<file path="src/fcsc_params.svh">
/*
  Constants of the configuration sequence controller: register offsets,
  control field positions, reset values and timing figures.
  Assumes a 250 MHz system clock and inclusion by bare name.
*/
// How it works
// - Power-on reset holds status low, clears memory, floats user pins.
// - Mode-select pin level picks the power-on reset delay length.
// - Request low keeps reset; status released only with request high.
// - User pins stay floating until configuration has finished.
// - Loading starts only with request and status both high.
// - Passive schemes capture data on each rising host clock edge.
// - Active serial scheme makes its own clock, reads serial data pins.
// - All words received cleanly releases the done line high.
// - Passive clock may pause indefinitely held low; device tolerates it.
// - Configuration error drives status low and keeps done low.
// - Passive with auto restart releases status after delay and retries.
// - Init follows done high; passive host gives two falling edges.
// - Init clock selectable: internal oscillator default, user or config.
// - After done, clock enabled after fixed delay, then init cycles counted.
// - User init clock toggling has no effect on configuration itself.
// - Optional init-complete output rises on entering user mode.
// - User mode removes weak pull-ups, pins run as designed.
// - Long enough request low pulse restarts; status, done low, pins float.
`ifndef FCSC_PARAMS_SVH
`define FCSC_PARAMS_SVH

// ***********************************************************************
// register map
// ***********************************************************************
`define FCSC_ADDR_CTRL      8'h00
`define FCSC_ADDR_STATUS    8'h04
`define FCSC_ADDR_LEN       8'h08
`define FCSC_ADDR_CHK       8'h0C
`define FCSC_ADDR_WORDS     8'h10
`define FCSC_CTRL_AUTO      0
`define FCSC_CTRL_INITEN    1
`define FCSC_CTRL_CLKSEL    3:2
`define FCSC_CTRL_SCHEME    5:4
`define FCSC_CTRL_RST       6'h03
`define FCSC_LEN_RST        16'h0100
`define FCSC_RESP_OKAY      2'h0
`define FCSC_RESP_SLVERR    2'h2

// ***********************************************************************
// timing
// ***********************************************************************
`define FCSC_CLK_PERIOD_NS  4
`define FCSC_CLK_KHZ        250000
`define FCSC_OSC_KHZ        12500
`define FCSC_POR_SHORT_NS   4000000
`define FCSC_POR_LONG_NS    12000000
`define FCSC_STATUS_REL_NS  2000
`define FCSC_CFG_PULSE_NS   2000
`define FCSC_CD2CU_NS       300
`define FCSC_INIT_CYCLES    1024
`define FCSC_AS_HALF_CYC    4
`define FCSC_CYC_UP(ns)     (((ns) + `FCSC_CLK_PERIOD_NS - 1) / `FCSC_CLK_PERIOD_NS)
`define FCSC_OSC_HALF_CYC   (`FCSC_CLK_KHZ / `FCSC_OSC_KHZ / 2)

`endif

</file>
<file path="src/fcsc_pkg.sv">
/*
  Types of the configuration sequence controller.
  Assumes nothing beyond a SystemVerilog compiler.
*/
package fcsc_pkg;

  // ***********************************************************************
  // enumerations
  // ***********************************************************************
  typedef enum logic [2:0] {
    PH_POR      = 3'b000,
    PH_RESET    = 3'b001,
    PH_CONFIG   = 3'b010,
    PH_ERROR    = 3'b011,
    PH_DONEWAIT = 3'b100,
    PH_CLKDLY   = 3'b101,
    PH_INIT     = 3'b110,
    PH_USER     = 3'b111
  } fcsc_phase_t;

  typedef enum logic [1:0] {
    SCH_PARALLEL_PASSIVE = 2'b00,
    SCH_SERIAL_PASSIVE   = 2'b01,
    SCH_ACTIVE_SERIAL    = 2'b10,
    SCH_SPARE            = 2'b11
  } fcsc_scheme_t;

  // ***********************************************************************
  // carriers
  // ***********************************************************************
  typedef struct packed {
    logic        drive_low;   // open-drain pulls low
    logic        level_in;
  } fcsc_od_t;

  typedef struct packed {
    logic [15:0] word;
    logic        we;
    logic        clear;
  } fcsc_cram_t;

endpackage : fcsc_pkg
</file>
<file path="src/fcsc_loader.sv">
/*
  Configuration sequence controller: power-on reset, reset hold, stream
  loading in three schemes, error and auto restart, initialization clocking
  and user mode, with an AXI4-Lite register slave.
  Assumes open-drain lines are resolved outside from the enables, and that
  every pin input is asynchronous to clk.
*/
// Our own choices: the AXI4-Lite register port and the placing of the registers.
`timescale 1ns/1ps
`include "fcsc_params.svh"

module fcsc_loader
  import fcsc_pkg::*;
#(
  parameter logic [31:0] POR_SHORT_CYC = 32'(`FCSC_CYC_UP(`FCSC_POR_SHORT_NS)),
  parameter logic [31:0] POR_LONG_CYC  = 32'(`FCSC_CYC_UP(`FCSC_POR_LONG_NS)),
  parameter logic [31:0] INIT_CYCLES   = 32'(`FCSC_INIT_CYCLES)
) (
  input  wire logic        clk,
  input  wire logic        sys_rst,
  input  wire logic        clk_en,
  // axi4-lite slave
  input  wire logic [7:0]  s_axi_awaddr,
  input  wire logic        s_axi_awvalid,
  output logic             s_axi_awready,
  input  wire logic [31:0] s_axi_wdata,
  input  wire logic [3:0]  s_axi_wstrb,
  input  wire logic        s_axi_wvalid,
  output logic             s_axi_wready,
  output logic [1:0]       s_axi_bresp,
  output logic             s_axi_bvalid,
  input  wire logic        s_axi_bready,
  input  wire logic [7:0]  s_axi_araddr,
  input  wire logic        s_axi_arvalid,
  output logic             s_axi_arready,
  output logic [31:0]      s_axi_rdata,
  output logic [1:0]       s_axi_rresp,
  output logic             s_axi_rvalid,
  input  wire logic        s_axi_rready,
  // configuration pins
  input  wire logic        config_request_n,
  input  wire logic        config_status_n_in,
  output logic             config_status_n_out,
  output logic             config_status_n_oe,
  input  wire logic        load_complete_line_in,
  output logic             load_complete_line_out,
  output logic             load_complete_line_oe,
  input  wire logic        config_clock_in,
  output logic             config_clock_out,
  output logic             config_clock_oe,
  input  wire logic [15:0] config_data,
  input  wire logic [3:0]  serial_config_data,
  input  wire logic        user_init_clock,
  input  wire logic [2:0]  mode_select_pins,
  // towards the fabric
  output fcsc_cram_t       cram,
  output logic             user_io_tristate,
  output logic             user_pullup_en,
  output logic             init_done
);

  localparam logic [31:0] STATUS_REL_CYC = 32'(`FCSC_CYC_UP(`FCSC_STATUS_REL_NS));
  localparam logic [31:0] CFG_PULSE_CYC  = 32'(`FCSC_CYC_UP(`FCSC_CFG_PULSE_NS));
  localparam logic [31:0] CD2CU_CYC      = 32'(`FCSC_CYC_UP(`FCSC_CD2CU_NS));
  localparam logic [7:0]  OSC_HALF       = 8'(`FCSC_OSC_HALF_CYC);
  localparam logic [7:0]  AS_HALF        = 8'(`FCSC_AS_HALF_CYC);

  // ***********************************************************************
  // state
  // ***********************************************************************
  typedef struct packed {
    fcsc_phase_t phase;
    logic [1:0]  por_arm;
    logic [31:0] cnt;
    logic [31:0] req_low;
    logic [1:0]  req_s, stat_s, config_clock_s, usr_s;
    logic        config_clock_d, usr_d;
    logic [2:0]  mode_select_pins_s0, mode_select_pins_s1;
    logic [15:0] dat_s0, dat_s1;
    logic [3:0]  as_s0, as_s1;
    logic [7:0]  osc_div;
    logic        osc;
    logic [7:0]  as_div;
    logic        as_clk;
    logic [15:0] shift;
    logic [4:0]  bitcnt;
    logic [15:0] words, xsum;
    logic [1:0]  falls;
    fcsc_cram_t  cram;
    logic        init_done;
    logic [5:0]  ctrl;
    logic [15:0] len, chk;
    logic        aw_full, w_full;
    logic [7:0]  awaddr;
    logic [31:0] wdata;
    logic [3:0]  wstrb;
    logic        bvalid, rvalid;
    logic [1:0]  bresp, rresp;
    logic [31:0] rdata;
  } fcsc_state_t;

  fcsc_state_t st_reg;
  fcsc_state_t st_next;

  fcsc_scheme_t scheme;
  logic         passive;
  logic         config_clock_rise, config_clock_fall, usr_rise, osc_rise, as_rise, init_edge;
  logic         req_pulse, word_done;
  logic [15:0]  word_val;

  // byte-enable merge of a write into a stored register
  function automatic logic [31:0] fcsc_merge(input logic [31:0] old_v,
                                             input logic [31:0] new_v,
                                             input logic [3:0]  strb);
    logic [31:0] res;
    res = old_v;
    for (int i = 0; i < 4; i++) begin
      if (strb[i]) begin
        res[i*8 +: 8] = new_v[i*8 +: 8];
      end
    end
    return res;
  endfunction : fcsc_merge

  // ***********************************************************************
  // next-state logic
  // ***********************************************************************
  always_comb begin
    logic [31:0] merged;
    logic [31:0] rd;
    merged  = 32'h00000000;
    rd      = 32'h00000000;
    st_next = st_reg;

    // pin synchronisers: first stage only feeds the second
    st_next.req_s   = {st_reg.req_s[0], config_request_n};
    st_next.stat_s  = {st_reg.stat_s[0], config_status_n_in};
    st_next.config_clock_s  = {st_reg.config_clock_s[0], config_clock_in};
    st_next.usr_s   = {st_reg.usr_s[0], user_init_clock};
    st_next.mode_select_pins_s0 = mode_select_pins;
    st_next.mode_select_pins_s1 = st_reg.mode_select_pins_s0;
    st_next.dat_s0  = config_data;
    st_next.dat_s1  = st_reg.dat_s0;
    st_next.as_s0   = serial_config_data;
    st_next.as_s1   = st_reg.as_s0;
    st_next.config_clock_d  = st_reg.config_clock_s[1];
    st_next.usr_d   = st_reg.usr_s[1];
    st_next.cram.we = 1'b0;

    scheme    = fcsc_scheme_t'(st_reg.ctrl[`FCSC_CTRL_SCHEME]);
    passive   = (scheme != SCH_ACTIVE_SERIAL);
    config_clock_rise = st_reg.config_clock_s[1] & ~st_reg.config_clock_d;
    config_clock_fall = ~st_reg.config_clock_s[1] & st_reg.config_clock_d;
    usr_rise  = st_reg.usr_s[1] & ~st_reg.usr_d;

    // internal oscillator derived from the system clock
    osc_rise = 1'b0;
    if (st_reg.osc_div == OSC_HALF - 8'h01) begin
      st_next.osc_div = 8'h00;
      st_next.osc     = ~st_reg.osc;
      osc_rise        = ~st_reg.osc;
    end else begin
      st_next.osc_div = st_reg.osc_div + 8'h01;
    end

    // active scheme drives its own config clock while loading
    as_rise = 1'b0;
    if (st_reg.phase == PH_CONFIG && scheme == SCH_ACTIVE_SERIAL) begin
      if (st_reg.as_div == AS_HALF - 8'h01) begin
        st_next.as_div = 8'h00;
        st_next.as_clk = ~st_reg.as_clk;
        as_rise        = ~st_reg.as_clk;
      end else begin
        st_next.as_div = st_reg.as_div + 8'h01;
      end
    end else begin
      st_next.as_div = 8'h00;
      st_next.as_clk = 1'b0;
    end

    // only the selected init clock is counted
    unique case (st_reg.ctrl[`FCSC_CTRL_CLKSEL])
      2'b01:   init_edge = usr_rise;
      2'b10:   init_edge = config_clock_rise;
      default: init_edge = osc_rise;
    endcase

    // request low width measured against the minimum pulse
    if (!st_reg.req_s[1]) begin
      if (st_reg.req_low != CFG_PULSE_CYC) begin
        st_next.req_low = st_reg.req_low + 32'h00000001;
      end
    end else begin
      st_next.req_low = 32'h00000000;
    end
    req_pulse = (st_reg.req_low == CFG_PULSE_CYC);

    // word assembly per scheme; a paused clock just waits
    word_done = 1'b0;
    word_val  = 16'h0000;
    if (st_reg.phase == PH_CONFIG) begin
      unique case (scheme)
        SCH_SERIAL_PASSIVE: if (config_clock_rise) begin
          st_next.shift  = {st_reg.shift[14:0], st_reg.dat_s1[0]};
          st_next.bitcnt = st_reg.bitcnt + 5'h01;
          word_done      = (st_reg.bitcnt == 5'h0F);
          word_val       = {st_reg.shift[14:0], st_reg.dat_s1[0]};
        end
        SCH_ACTIVE_SERIAL: if (as_rise) begin
          st_next.shift  = {st_reg.shift[11:0], st_reg.as_s1};
          st_next.bitcnt = st_reg.bitcnt + 5'h04;
          word_done      = (st_reg.bitcnt == 5'h0C);
          word_val       = {st_reg.shift[11:0], st_reg.as_s1};
        end
        default: if (config_clock_rise) begin
          word_done = 1'b1;
          word_val  = st_reg.dat_s1;
        end
      endcase
      if (word_done) begin
        st_next.bitcnt    = 5'h00;
        st_next.cram.word = word_val;
        st_next.cram.we   = 1'b1;
        st_next.words     = st_reg.words + 16'h0001;
        st_next.xsum      = st_reg.xsum ^ word_val;
      end
    end

    unique case (st_reg.phase)
      PH_POR: begin
        // delay length caught from the settled mode-select level
        if (st_reg.por_arm != 2'h3) begin
          st_next.por_arm = st_reg.por_arm + 2'h1;
          st_next.cnt     = st_reg.mode_select_pins_s1[0] ? POR_LONG_CYC : POR_SHORT_CYC;
        end else if (st_reg.cnt == 32'h00000000) begin
          st_next.phase = PH_RESET;
        end else begin
          st_next.cnt = st_reg.cnt - 32'h00000001;
        end
      end
      PH_RESET: begin
        // load only once request and status both read high
        if (st_reg.req_s[1] && st_reg.stat_s[1]) begin
          st_next.phase  = PH_CONFIG;
          st_next.words  = 16'h0000;
          st_next.xsum   = 16'h0000;
          st_next.bitcnt = 5'h00;
          st_next.shift  = 16'h0000;
        end
      end
      PH_CONFIG: begin
        // last word closes the stream, checked against the sum
        if (word_done && (st_reg.words + 16'h0001 == st_reg.len)) begin
          st_next.cnt   = 32'h00000000;
          st_next.falls = 2'h0;
          if ((st_reg.xsum ^ word_val) == st_reg.chk) begin
            st_next.phase = PH_DONEWAIT;
          end else begin
            st_next.phase = PH_ERROR;
          end
        end
      end
      PH_ERROR: begin
        // auto restart only in the passive schemes
        if (st_reg.ctrl[`FCSC_CTRL_AUTO] && passive) begin
          if (st_reg.cnt == STATUS_REL_CYC - 32'h00000001) begin
            st_next.phase = PH_RESET;
          end else begin
            st_next.cnt = st_reg.cnt + 32'h00000001;
          end
        end
      end
      PH_DONEWAIT: begin
        // passive host hands over two falling clock edges
        if (!passive || st_reg.falls == 2'h2) begin
          st_next.phase = PH_CLKDLY;
        end else if (config_clock_fall) begin
          st_next.falls = st_reg.falls + 2'h1;
        end
      end
      PH_CLKDLY: begin
        // fixed delay before the init clock is enabled
        if (st_reg.cnt == CD2CU_CYC - 32'h00000001) begin
          st_next.phase = PH_INIT;
          st_next.cnt   = 32'h00000000;
        end else begin
          st_next.cnt = st_reg.cnt + 32'h00000001;
        end
      end
      PH_INIT: begin
        // init cycle count before user mode
        if (init_edge) begin
          if (st_reg.cnt == INIT_CYCLES - 32'h00000001) begin
            st_next.phase = PH_USER;
          end else begin
            st_next.cnt = st_reg.cnt + 32'h00000001;
          end
        end
      end
      PH_USER: begin
        st_next.init_done = st_reg.ctrl[`FCSC_CTRL_INITEN];
      end
    endcase

    // request pulse overrides every phase past power-on reset
    if (req_pulse && st_reg.phase != PH_POR) begin
      st_next.phase     = PH_RESET;
      st_next.init_done = 1'b0;
      st_next.cnt       = 32'h00000000;
    end
    st_next.cram.clear = (st_next.phase == PH_POR);

    // AXI4-Lite write: address and data taken in either order
    if (s_axi_awvalid && !st_reg.aw_full && !st_reg.bvalid) begin
      st_next.aw_full = 1'b1;
      st_next.awaddr  = s_axi_awaddr;
    end
    if (s_axi_wvalid && !st_reg.w_full && !st_reg.bvalid) begin
      st_next.w_full = 1'b1;
      st_next.wdata  = s_axi_wdata;
      st_next.wstrb  = s_axi_wstrb;
    end
    if (st_reg.aw_full && st_reg.w_full) begin
      st_next.aw_full = 1'b0;
      st_next.w_full  = 1'b0;
      st_next.bvalid  = 1'b1;
      st_next.bresp   = `FCSC_RESP_OKAY;
      unique case (st_reg.awaddr)
        `FCSC_ADDR_CTRL: begin
          merged       = fcsc_merge({26'h0000000, st_reg.ctrl}, st_reg.wdata, st_reg.wstrb);
          st_next.ctrl = merged[5:0];
        end
        `FCSC_ADDR_LEN: begin
          merged      = fcsc_merge({16'h0000, st_reg.len}, st_reg.wdata, st_reg.wstrb);
          st_next.len = merged[15:0];
        end
        `FCSC_ADDR_CHK: begin
          merged      = fcsc_merge({16'h0000, st_reg.chk}, st_reg.wdata, st_reg.wstrb);
          st_next.chk = merged[15:0];
        end
        `FCSC_ADDR_STATUS, `FCSC_ADDR_WORDS: st_next.bresp = `FCSC_RESP_OKAY;
        default: st_next.bresp = `FCSC_RESP_SLVERR;
      endcase
    end else if (st_reg.bvalid && s_axi_bready) begin
      st_next.bvalid = 1'b0;
    end

    // AXI4-Lite read: answer one cycle after the address is taken
    if (s_axi_arvalid && !st_reg.rvalid) begin
      st_next.rvalid = 1'b1;
      st_next.rresp  = `FCSC_RESP_OKAY;
      unique case (s_axi_araddr)
        `FCSC_ADDR_CTRL:   rd = {26'h0000000, st_reg.ctrl};
        `FCSC_ADDR_STATUS: rd = {24'h000000, st_reg.init_done,
                                 st_reg.stat_s[1], st_reg.req_s[1], 2'h0, st_reg.phase};
        `FCSC_ADDR_LEN:    rd = {16'h0000, st_reg.len};
        `FCSC_ADDR_CHK:    rd = {16'h0000, st_reg.chk};
        `FCSC_ADDR_WORDS:  rd = {16'h0000, st_reg.words};
        default:           st_next.rresp = `FCSC_RESP_SLVERR;
      endcase
      st_next.rdata = rd;
    end else if (st_reg.rvalid && s_axi_rready) begin
      st_next.rvalid = 1'b0;
    end
  end

  // ***********************************************************************
  // state register
  // ***********************************************************************
  // clock enable freezes everything, bus slave included
  always_ff @(posedge clk or posedge sys_rst) begin
    if (sys_rst) begin
      st_reg       <= '0;
      st_reg.phase <= PH_POR;
      st_reg.ctrl  <= `FCSC_CTRL_RST;
      st_reg.len   <= `FCSC_LEN_RST;
      st_reg.cram  <= '{word: 16'h0000, we: 1'b0, clear: 1'b1};
    end else if (clk_en) begin
      st_reg <= st_next;
    end
  end

  // ***********************************************************************
  // outputs
  // ***********************************************************************
  fcsc_od_t status_line;
  fcsc_od_t done_line;

  // status held low in power-on reset, request-held reset, error
  assign status_line.drive_low = (st_reg.phase == PH_POR) || (st_reg.phase == PH_ERROR) ||
                                 (st_reg.phase == PH_RESET && !st_reg.req_s[1]);
  assign status_line.level_in  = config_status_n_in;
  // done released only once loading succeeded
  assign done_line.drive_low   = (st_reg.phase <= PH_ERROR);
  assign done_line.level_in    = load_complete_line_in;

  assign config_status_n_out    = 1'b0;
  assign config_status_n_oe     = status_line.drive_low;
  assign load_complete_line_out = 1'b0;
  assign load_complete_line_oe  = done_line.drive_low;
  assign config_clock_out       = st_reg.as_clk;
  assign config_clock_oe        = (st_reg.phase == PH_CONFIG) &&
                                  (st_reg.ctrl[`FCSC_CTRL_SCHEME] == SCH_ACTIVE_SERIAL);
  assign cram                   = st_reg.cram;
  // pins float with pull-ups until user mode
  assign user_io_tristate       = (st_reg.phase != PH_USER);
  assign user_pullup_en         = (st_reg.phase != PH_USER);
  assign init_done              = st_reg.init_done;

  assign s_axi_awready = !st_reg.aw_full && !st_reg.bvalid;
  assign s_axi_wready  = !st_reg.w_full && !st_reg.bvalid;
  assign s_axi_bvalid  = st_reg.bvalid;
  assign s_axi_bresp   = st_reg.bresp;
  assign s_axi_arready = !st_reg.rvalid;
  assign s_axi_rvalid  = st_reg.rvalid;
  assign s_axi_rdata   = st_reg.rdata;
  assign s_axi_rresp   = st_reg.rresp;
endmodule : fcsc_loader

</file>
<file path="config.mk">
export PLATFORM = sky130hd
export DESIGN_NAME = fcsc_loader
export DESIGN_NICKNAME = d
export VERILOG_FILES = /design/src/fcsc_pkg.sv /design/src/fcsc_loader.sv
export VERILOG_INCLUDE_DIRS = /design/src
export SDC_FILE = /design/constraint.sdc
export NUM_CORES = 1
export LEC_CHECK = 0
export ABC_AREA = 1
export BUFFER_PORTS_ARGS = -buffer_cell sky130_fd_sc_hd__buf_2
export CELL_PAD_IN_SITES_DETAIL_PLACEMENT = 1
export CELL_PAD_IN_SITES_GLOBAL_PLACEMENT = 1
export CORE_AREA = 2 2 229 231
export CTS_BUF_LIST = sky130_fd_sc_hd__clkbuf_8
export CTS_CLUSTER_DIAMETER = 30
export DETAILED_ROUTE_END_ITERATION = 7
export DIE_AREA = 0 0 231 233
export HOLD_SLACK_MARGIN = 0.02
export PLACE_DENSITY = 0.71
export SLEW_MARGIN = 20
export SYNTH_ARGS = -nofsm -noshare
export SYNTH_HDL_FRONTEND = slang
export SYNTH_SLANG_ARGS = --single-unit
</file>
<file path="constraint.sdc">
create_clock -name clk -period 17.5 [get_ports clk]
set_input_delay 0.875 -clock clk [delete_from_list [all_inputs] [get_ports clk]]
set_output_delay 0.875 -clock clk [all_outputs]
set_load 0.005 [all_outputs]
</file>
# Word-level counts from Yosys, hierarchy flattened
# Index checks and enable logic that the tools add are counted.
dict set report totals {
  reg_bits 317
  inputBits 88
  output_inout_bits 68
  elab_cells 242
}
dict set report classes {
  n_addsub 10
  magnitude_cmp 1
  n_eq_ne 44
  mux 71
  bitwise 10
  n_reduce_logical 62
}
# cell count
set op_table {}
lappend op_table {{32-bit 2-to-1 mux} 11}
lappend op_table {{32-bit case mux with 5 select lines} 1}
lappend op_table {{53-bit 2-to-1 mux} 3}
lappend op_table {{16-bit 2-to-1 mux} 5}
lappend op_table {{16-bit case mux with 5 select lines} 1}
lappend op_table {{32-bit by 1-bit adder with 32-bit output (second input constant)} 2}
lappend op_table {{32-bit by 9-bit equality test with 1-bit output (second input constant)} 2}
lappend op_table {{21-bit 2-to-1 mux} 2}
lappend op_table {{21-bit case mux with 2 select lines} 1}
lappend op_table {{8-bit by 4-bit equality test with 1-bit output (second input constant)} 5}
lappend op_table {{37-bit 2-to-1 mux} 1}
lappend op_table {{3-bit 2-to-1 mux} 12}
lappend op_table {{16-bit equality test} 2}
lappend op_table {{32-bit by 10-bit equality test with 1-bit output (second input constant)} 1}
lappend op_table {{32-bit by 7-bit equality test with 1-bit output (second input constant)} 1}
lappend op_table {{32-bit zero test} 1}
lappend op_table {{32-bit by 9-bit inequality test with 1-bit output (second input constant)} 1}
lappend op_table {{16-bit case mux with 2 select lines} 1}
lappend op_table {{32-bit by 1-bit subtractor with 32-bit output (second input constant)} 1}
lappend op_table {{16-bit bitwise XOR} 2}
lappend op_table {{2-bit AND reduction} 12}
lappend op_table {{22-bit 2-to-1 mux} 1}
lappend op_table {{3-bit case mux with 7 select lines} 1}
lappend op_table {{4-bit AND reduction} 5}
lappend op_table {{other kinds (40)} 123}

# Logic depth before layout (Yosys ltp)
dict set report logic_depth {
  ltp_word 14
  mapped_depth 21
  mapped_depth_nobuf 21
}

# Worst setup path before layout
# Ideal clock, no wire load.
dict set report synth_path {
  path_type {register to register}
  start {register st_reg, in the netlist scheme[0]}
  end {register st_reg[302] in the netlist's numbering}
  setup_ns 0.126
  t_arrival_ns 2.227
  required_ns 17.374
  path_slack_ns 15.147
  path_stages_with_launch 18
  path_buffers 2
  synth_period_minus_slack_ns 2.353
  cell_sequence {dfrtp_1 inv_1 ha_1 nand4_2 nor2_4 nand4_1 nand2_1 nand2_2 nor2_1 nand3_1 nor2_2 nor2_1 o21ai_1 nand2_1 buf_6 buf_6 a31oi_1 a21oi_1}
}
dict set report synth_via {
  elab_chain_cells 10
  word_cells_on_any_way 14
  cone_classes {eq/ne: 5; mux: 5; reduce/logical: 4}
}
# element line_no
set synth_rtl {}
lappend synth_rtl {{from (decl)} fcsc_loader.sv:102} ;# fcsc_state_t st_reg;
lappend synth_rtl {{from (signal assigned)} fcsc_loader.sv:379} ;# st_reg <= st_next;
lappend synth_rtl {{2-bit equality test} {fcsc_loader.sv:168, fcsc_loader.sv:202}}
lappend synth_rtl {{1-bit logical AND} fcsc_loader.sv:168} ;# if (st_reg.phase == PH_CONFIG && scheme == SCH_ACTIVE_SERIAL) begin
lappend synth_rtl {{1-bit 2-to-1 mux} fcsc_loader.sv:168}
lappend synth_rtl {{1-bit 2-to-1 mux} fcsc_loader.sv:209} ;# SCH_ACTIVE_SERIAL: if (as_rise) begin
lappend synth_rtl {{1-bit case mux with 2 select lines} fcsc_loader.sv:202} ;# unique case (scheme)
lappend synth_rtl {{1-bit 2-to-1 mux (2 in a row)} fcsc_loader.sv:201} ;# if (st_reg.phase == PH_CONFIG) begin
lappend synth_rtl {{1-bit logical AND} fcsc_loader.sv:253} ;# if (word_done && (st_reg.words + 16'h0001 == st_reg.len)) begin
lappend synth_rtl {{3-bit by 1-bit inequality test with 1-bit output (no line)} n/a}
lappend synth_rtl {{8-bit AND reduction (no line) *} n/a}
# Mark *: on every way between the ends. The rest lies on a longest branch, timed or not. The select of a mux whose other input is x is not followed.
# A chain may end at the register's enable or synchronous reset.

# Final worst setup path
dict set report layout_path {
  start {register st_reg, in the netlist scheme[0]}
  end {register st_reg[146] in the netlist's numbering}
}
dict set report layout_via {
  elab_chain_cells 11
  word_cells_on_any_way 15
  cone_classes {eq/ne: 2; mux: 11; bitwise: 1; reduce/logical: 1}
}
# element line_no
set layout_rtl {}
lappend layout_rtl {{2-bit equality test} {fcsc_loader.sv:168, fcsc_loader.sv:202}}
lappend layout_rtl {{1-bit logical AND} fcsc_loader.sv:168}
lappend layout_rtl {{1-bit 2-to-1 mux} fcsc_loader.sv:168}
lappend layout_rtl {{16-bit 2-to-1 mux} fcsc_loader.sv:209}
lappend layout_rtl {{16-bit case mux with 2 select lines} fcsc_loader.sv:202}
lappend layout_rtl {{16-bit 2-to-1 mux} fcsc_loader.sv:201}
lappend layout_rtl {{16-bit bitwise XOR} fcsc_loader.sv:225} ;# st_next.xsum = st_reg.xsum ^ word_val;
lappend layout_rtl {{37-bit 2-to-1 mux *} fcsc_loader.sv:220} ;# if (word_done) begin
lappend layout_rtl {{53-bit 2-to-1 mux *} fcsc_loader.sv:201}
lappend layout_rtl {{53-bit 2-to-1 mux} fcsc_loader.sv:243} ;# if (st_reg.req_s[1] && st_reg.stat_s[1]) begin
lappend layout_rtl {{53-bit 2-to-1 mux *} fcsc_loader.sv:229} ;# unique case (st_reg.phase)
# Marked as above.

==> summary.md <==
| Metric | Value |
|---|---|
| Status | `finished, final reports clean` |
| Max FFs per register | `229` |
| Share of cells above drive strength 1 | `0.1292` |
| Minimum clock period | `4476 ps` |
| I/O pin count | `156` |
| Asr flop ratio synth | `1.000` |
| Post-cts resize count | `0` |
| R2R setup slack | `13020 ps` |
| Final hold vios | `0` |
| Setup crit start kind | `flip-flop` |
| Yosys warns | `0` |
| First DRT Iteration DRCs | `962` |
| Port bufs | `114` |
| Final Skew | `40.43 ps` |
| Post-route cell area | `20580 sq um` |
| Most common cell after layout, fill and taps aside | `nand2_1` |
| ANT nets after route | `0` |
| Nets@finish | `2609` |
| Unrepaired setup endpoints after global routing | `no` |
| First-pass GRT wire length | `95.59 mm` |
| Global route overflow | `0` |
| Count of final setup violators | `0` |
| Yosys reg bits | `298` |
| Setup Buffers After CTS | `0` |
| Detailed placement HPWL | `41.43 mm` |
| Worst skew pair latency | `680 ps` |
| Final WL | `58.74 mm` |
| Initial antenna violation count | `1` |
| Die area | `53820 sq um` |
| CP Capture Type | `flip-flop` |
| Worst IR Drop VDD | `0.00007935 V` |
| CTS tree | `yes` |
| # hold bufs at CTS | `0` |
| Final routed DRC violation total | `0` |
| First-pass iteration count of the detailed router | `5` |
| Total chip power | `2.905 mW` |
| Ys flop type | `dfrtp_1` |
| Total negative slack | `0 ps` |
| Max-slew headroom | `0.3084` |
| EDFF count, synth | `0` |
| Sequential share of power | `0.342` |
| Vias per cell | `5.207` |
| CTS H-Tree Depth | `3` |
| Routed len/inst | `18.07 microns` |
| Worst Path Class, Setup | `flip-flop to flip-flop` |
| Logic gate share of total power | `0.282` |
| Area Overhead vs Synth | `15.19%` |
| ANT cells | `0` |
| Clock transition at path regs | `50 ps` |
| Via count | `16.92k` |
| Worst Tran Pin Value | `1037 ps` |
| Register area share after synthesis | `0.4176` |
| Avg Cell Area, Syn | `7.348 sq um` |
| Commonest cells after routing, fill and taps aside | `nand2_1, dfrtp_1, inv_1` |
| CP Max Fanout | `24` |
| Clock share of power | `0.376` |
| Horiz. Die Dim | `231 microns` |
| Sw Pwr | `1.119 mW` |
| Synthesized area | `17870 sq um` |
| Root buf cell | `clkbuf_8` |
| Hold/Removal Path Class | `input pin to asynchronous set/reset pin` |
| Max Fclk | `223.4 MHz` |
| # rows | `83` |
| Count of pins over their slew limit | `0` |
| Die height | `233 microns` |
| Largest net degree at the start of global routing | `166` |
| Clock buffer depth | `3` |
| Total CTS buffers | `84` |
| Synth Instances | `2432` |
| Max_cap viols | `0` |
| Vias in the first global route | `17.77k` |
| GRT Util Overall | `0.2219` |
| P_leak | `9.350 nW` |
| Synth cell types | `63` |
| Core area | `51090 sq um` |
| Required time worst endpoint | `18030 ps` |
| Initial Util | `0.3498` |
| Cell Pwr Density | `141.1 nW/um^2` |
| Sw frac | `0.3852` |
| Fillers | `6407` |
| Placer Congestion | `0.9249` |
| Final worst-path cycle share | `0.2558` |
| Pint | `1.786 mW` |
| WHS | `377.8 ps` |
| Clock Sinks | `298` |
| Post-Place Cell Area | `18600 sq um` |
| WP data arrival | `5010 ps` |
final timing paths:
kind                                          startpoint                        to  depth (start not counted)
worst max-delay path               scheme[0]$_DFFE_PP0P_   st_reg[146]$_DFFE_PP0P_                         12
worst min-delay path                             sys_rst   st_reg[280]$_DFFE_PP0P_                          2
worst max register to register     scheme[0]$_DFFE_PP0P_   st_reg[146]$_DFFE_PP0P_                         12
worst min register to register  st_next[231]$_DFFE_PP0P_  st_next[231]$_DFFE_PP0P_                          2
max in group asynchronous                        sys_rst   st_reg[296]$_DFFE_PP0P_                          3
min in group clk                          config_data[1]  st_next[223]$_DFFE_PP0P_                          3
synth_stat cells (23+ instances only):
| library cell | n | area, sq um |
|---|---|---|
| nor3_1 | 55 | 275.3 |
| o21ai_1 | 23 | 115.1 |
| a21oi_1 | 106 | 530.5 |
| inv_1 | 263 | 987.2 |
| o22ai_1 | 31 | 193.9 |
| nor2_1 | 249 | 934.7 |
| clkbuf_1 | 67 | 251.5 |
| nor4_1 | 26 | 162.7 |
| o21ai_0 | 220 | 1101 |
| dfrtp_1 | 294 | 7357 |
| nand2_1 | 557 | 2091 |
| xor2_1 | 54 | 473.0 |
| buf_4 | 59 | 442.9 |
| nand4_1 | 58 | 362.9 |
| nand3_1 | 157 | 785.8 |
power groups by stage:
| stage | clock (mW) | combinational, mW | sequential, mW |
|---|---|---|---|
| 2_1_floorplan | 0 | 0.663 | 0.919 |
| 3_3_place_gp | 0 | 0.781 | 0.990 |
| 3_5_place_dp | 0 | 0.817 | 1.00 |
| 4_1_cts | 1.12 | 0.824 | 0.992 |
| 5_1_grt | 1.15 | 0.934 | 1.01 |
| 6_report | 1.09 | 0.820 | 0.994 |
critical path, stage by stage, from the launching register on:
cell and delay (ps):
dfrtp_1 420, inv_1 70, ha_1 700, inv_1 560
nand2_1 280, o211ai_1 130, nand2_1 150, nand2_2 310
nor2_2 720, inv_1 550, nor2_1 240, xnor2_1 130
nor2_1 50
metrics by stage:
stage | utilization | worst slack [ps] | instances
2_1_floorplan | - | 8399 | 2451
3_3_place_gp | 0.3640 | 12630 | 3095
3_5_place_dp | 0.3640 | 12560 | 3095
4_1_cts | 0.4027 | 12520 | 3250
5_1_grt | 0.4029 | 12570 | 3250
6_report | 0.4029 | 13020 | 3250
cell families after synthesis:
logic type,share of synthesized area
buffers and inverters,0.1061
AND/OR/NAND/NOR,0.2824
adder cells (fa/ha/maj),0.01400
AO/OA/AOI/OAI,0.1430
multiplexers,0.003780
flip-flops,0.4176
other,0.0002098
XOR/XNOR,0.03291
routing by layer:
metal / part of all wire / vias up / track usage
li1: - / 8139 / -
met1: 0.44 / 8341 / 0.2788
met2: 0.49 / 328 / 0.3827
met3: 0.040 / 113 / 0.04069
met4: 0.027 / 2 / 0.07440
met5: 0.00019 / - / 0
final cells by class:
class	instances	area [sq um]	share of cell area
inverters	273	1032	0.05015
clock buffers	98	1349	0.06552
flip-flops and latches	298	7462	0.3625
multi-input cells	1721	8606	0.4181
well taps	680	850.8	0.04133
clock inverters	57	631.9	0.03070
repair buffers	123	653.1	0.03173
Power figures use the tool's default switching activity.
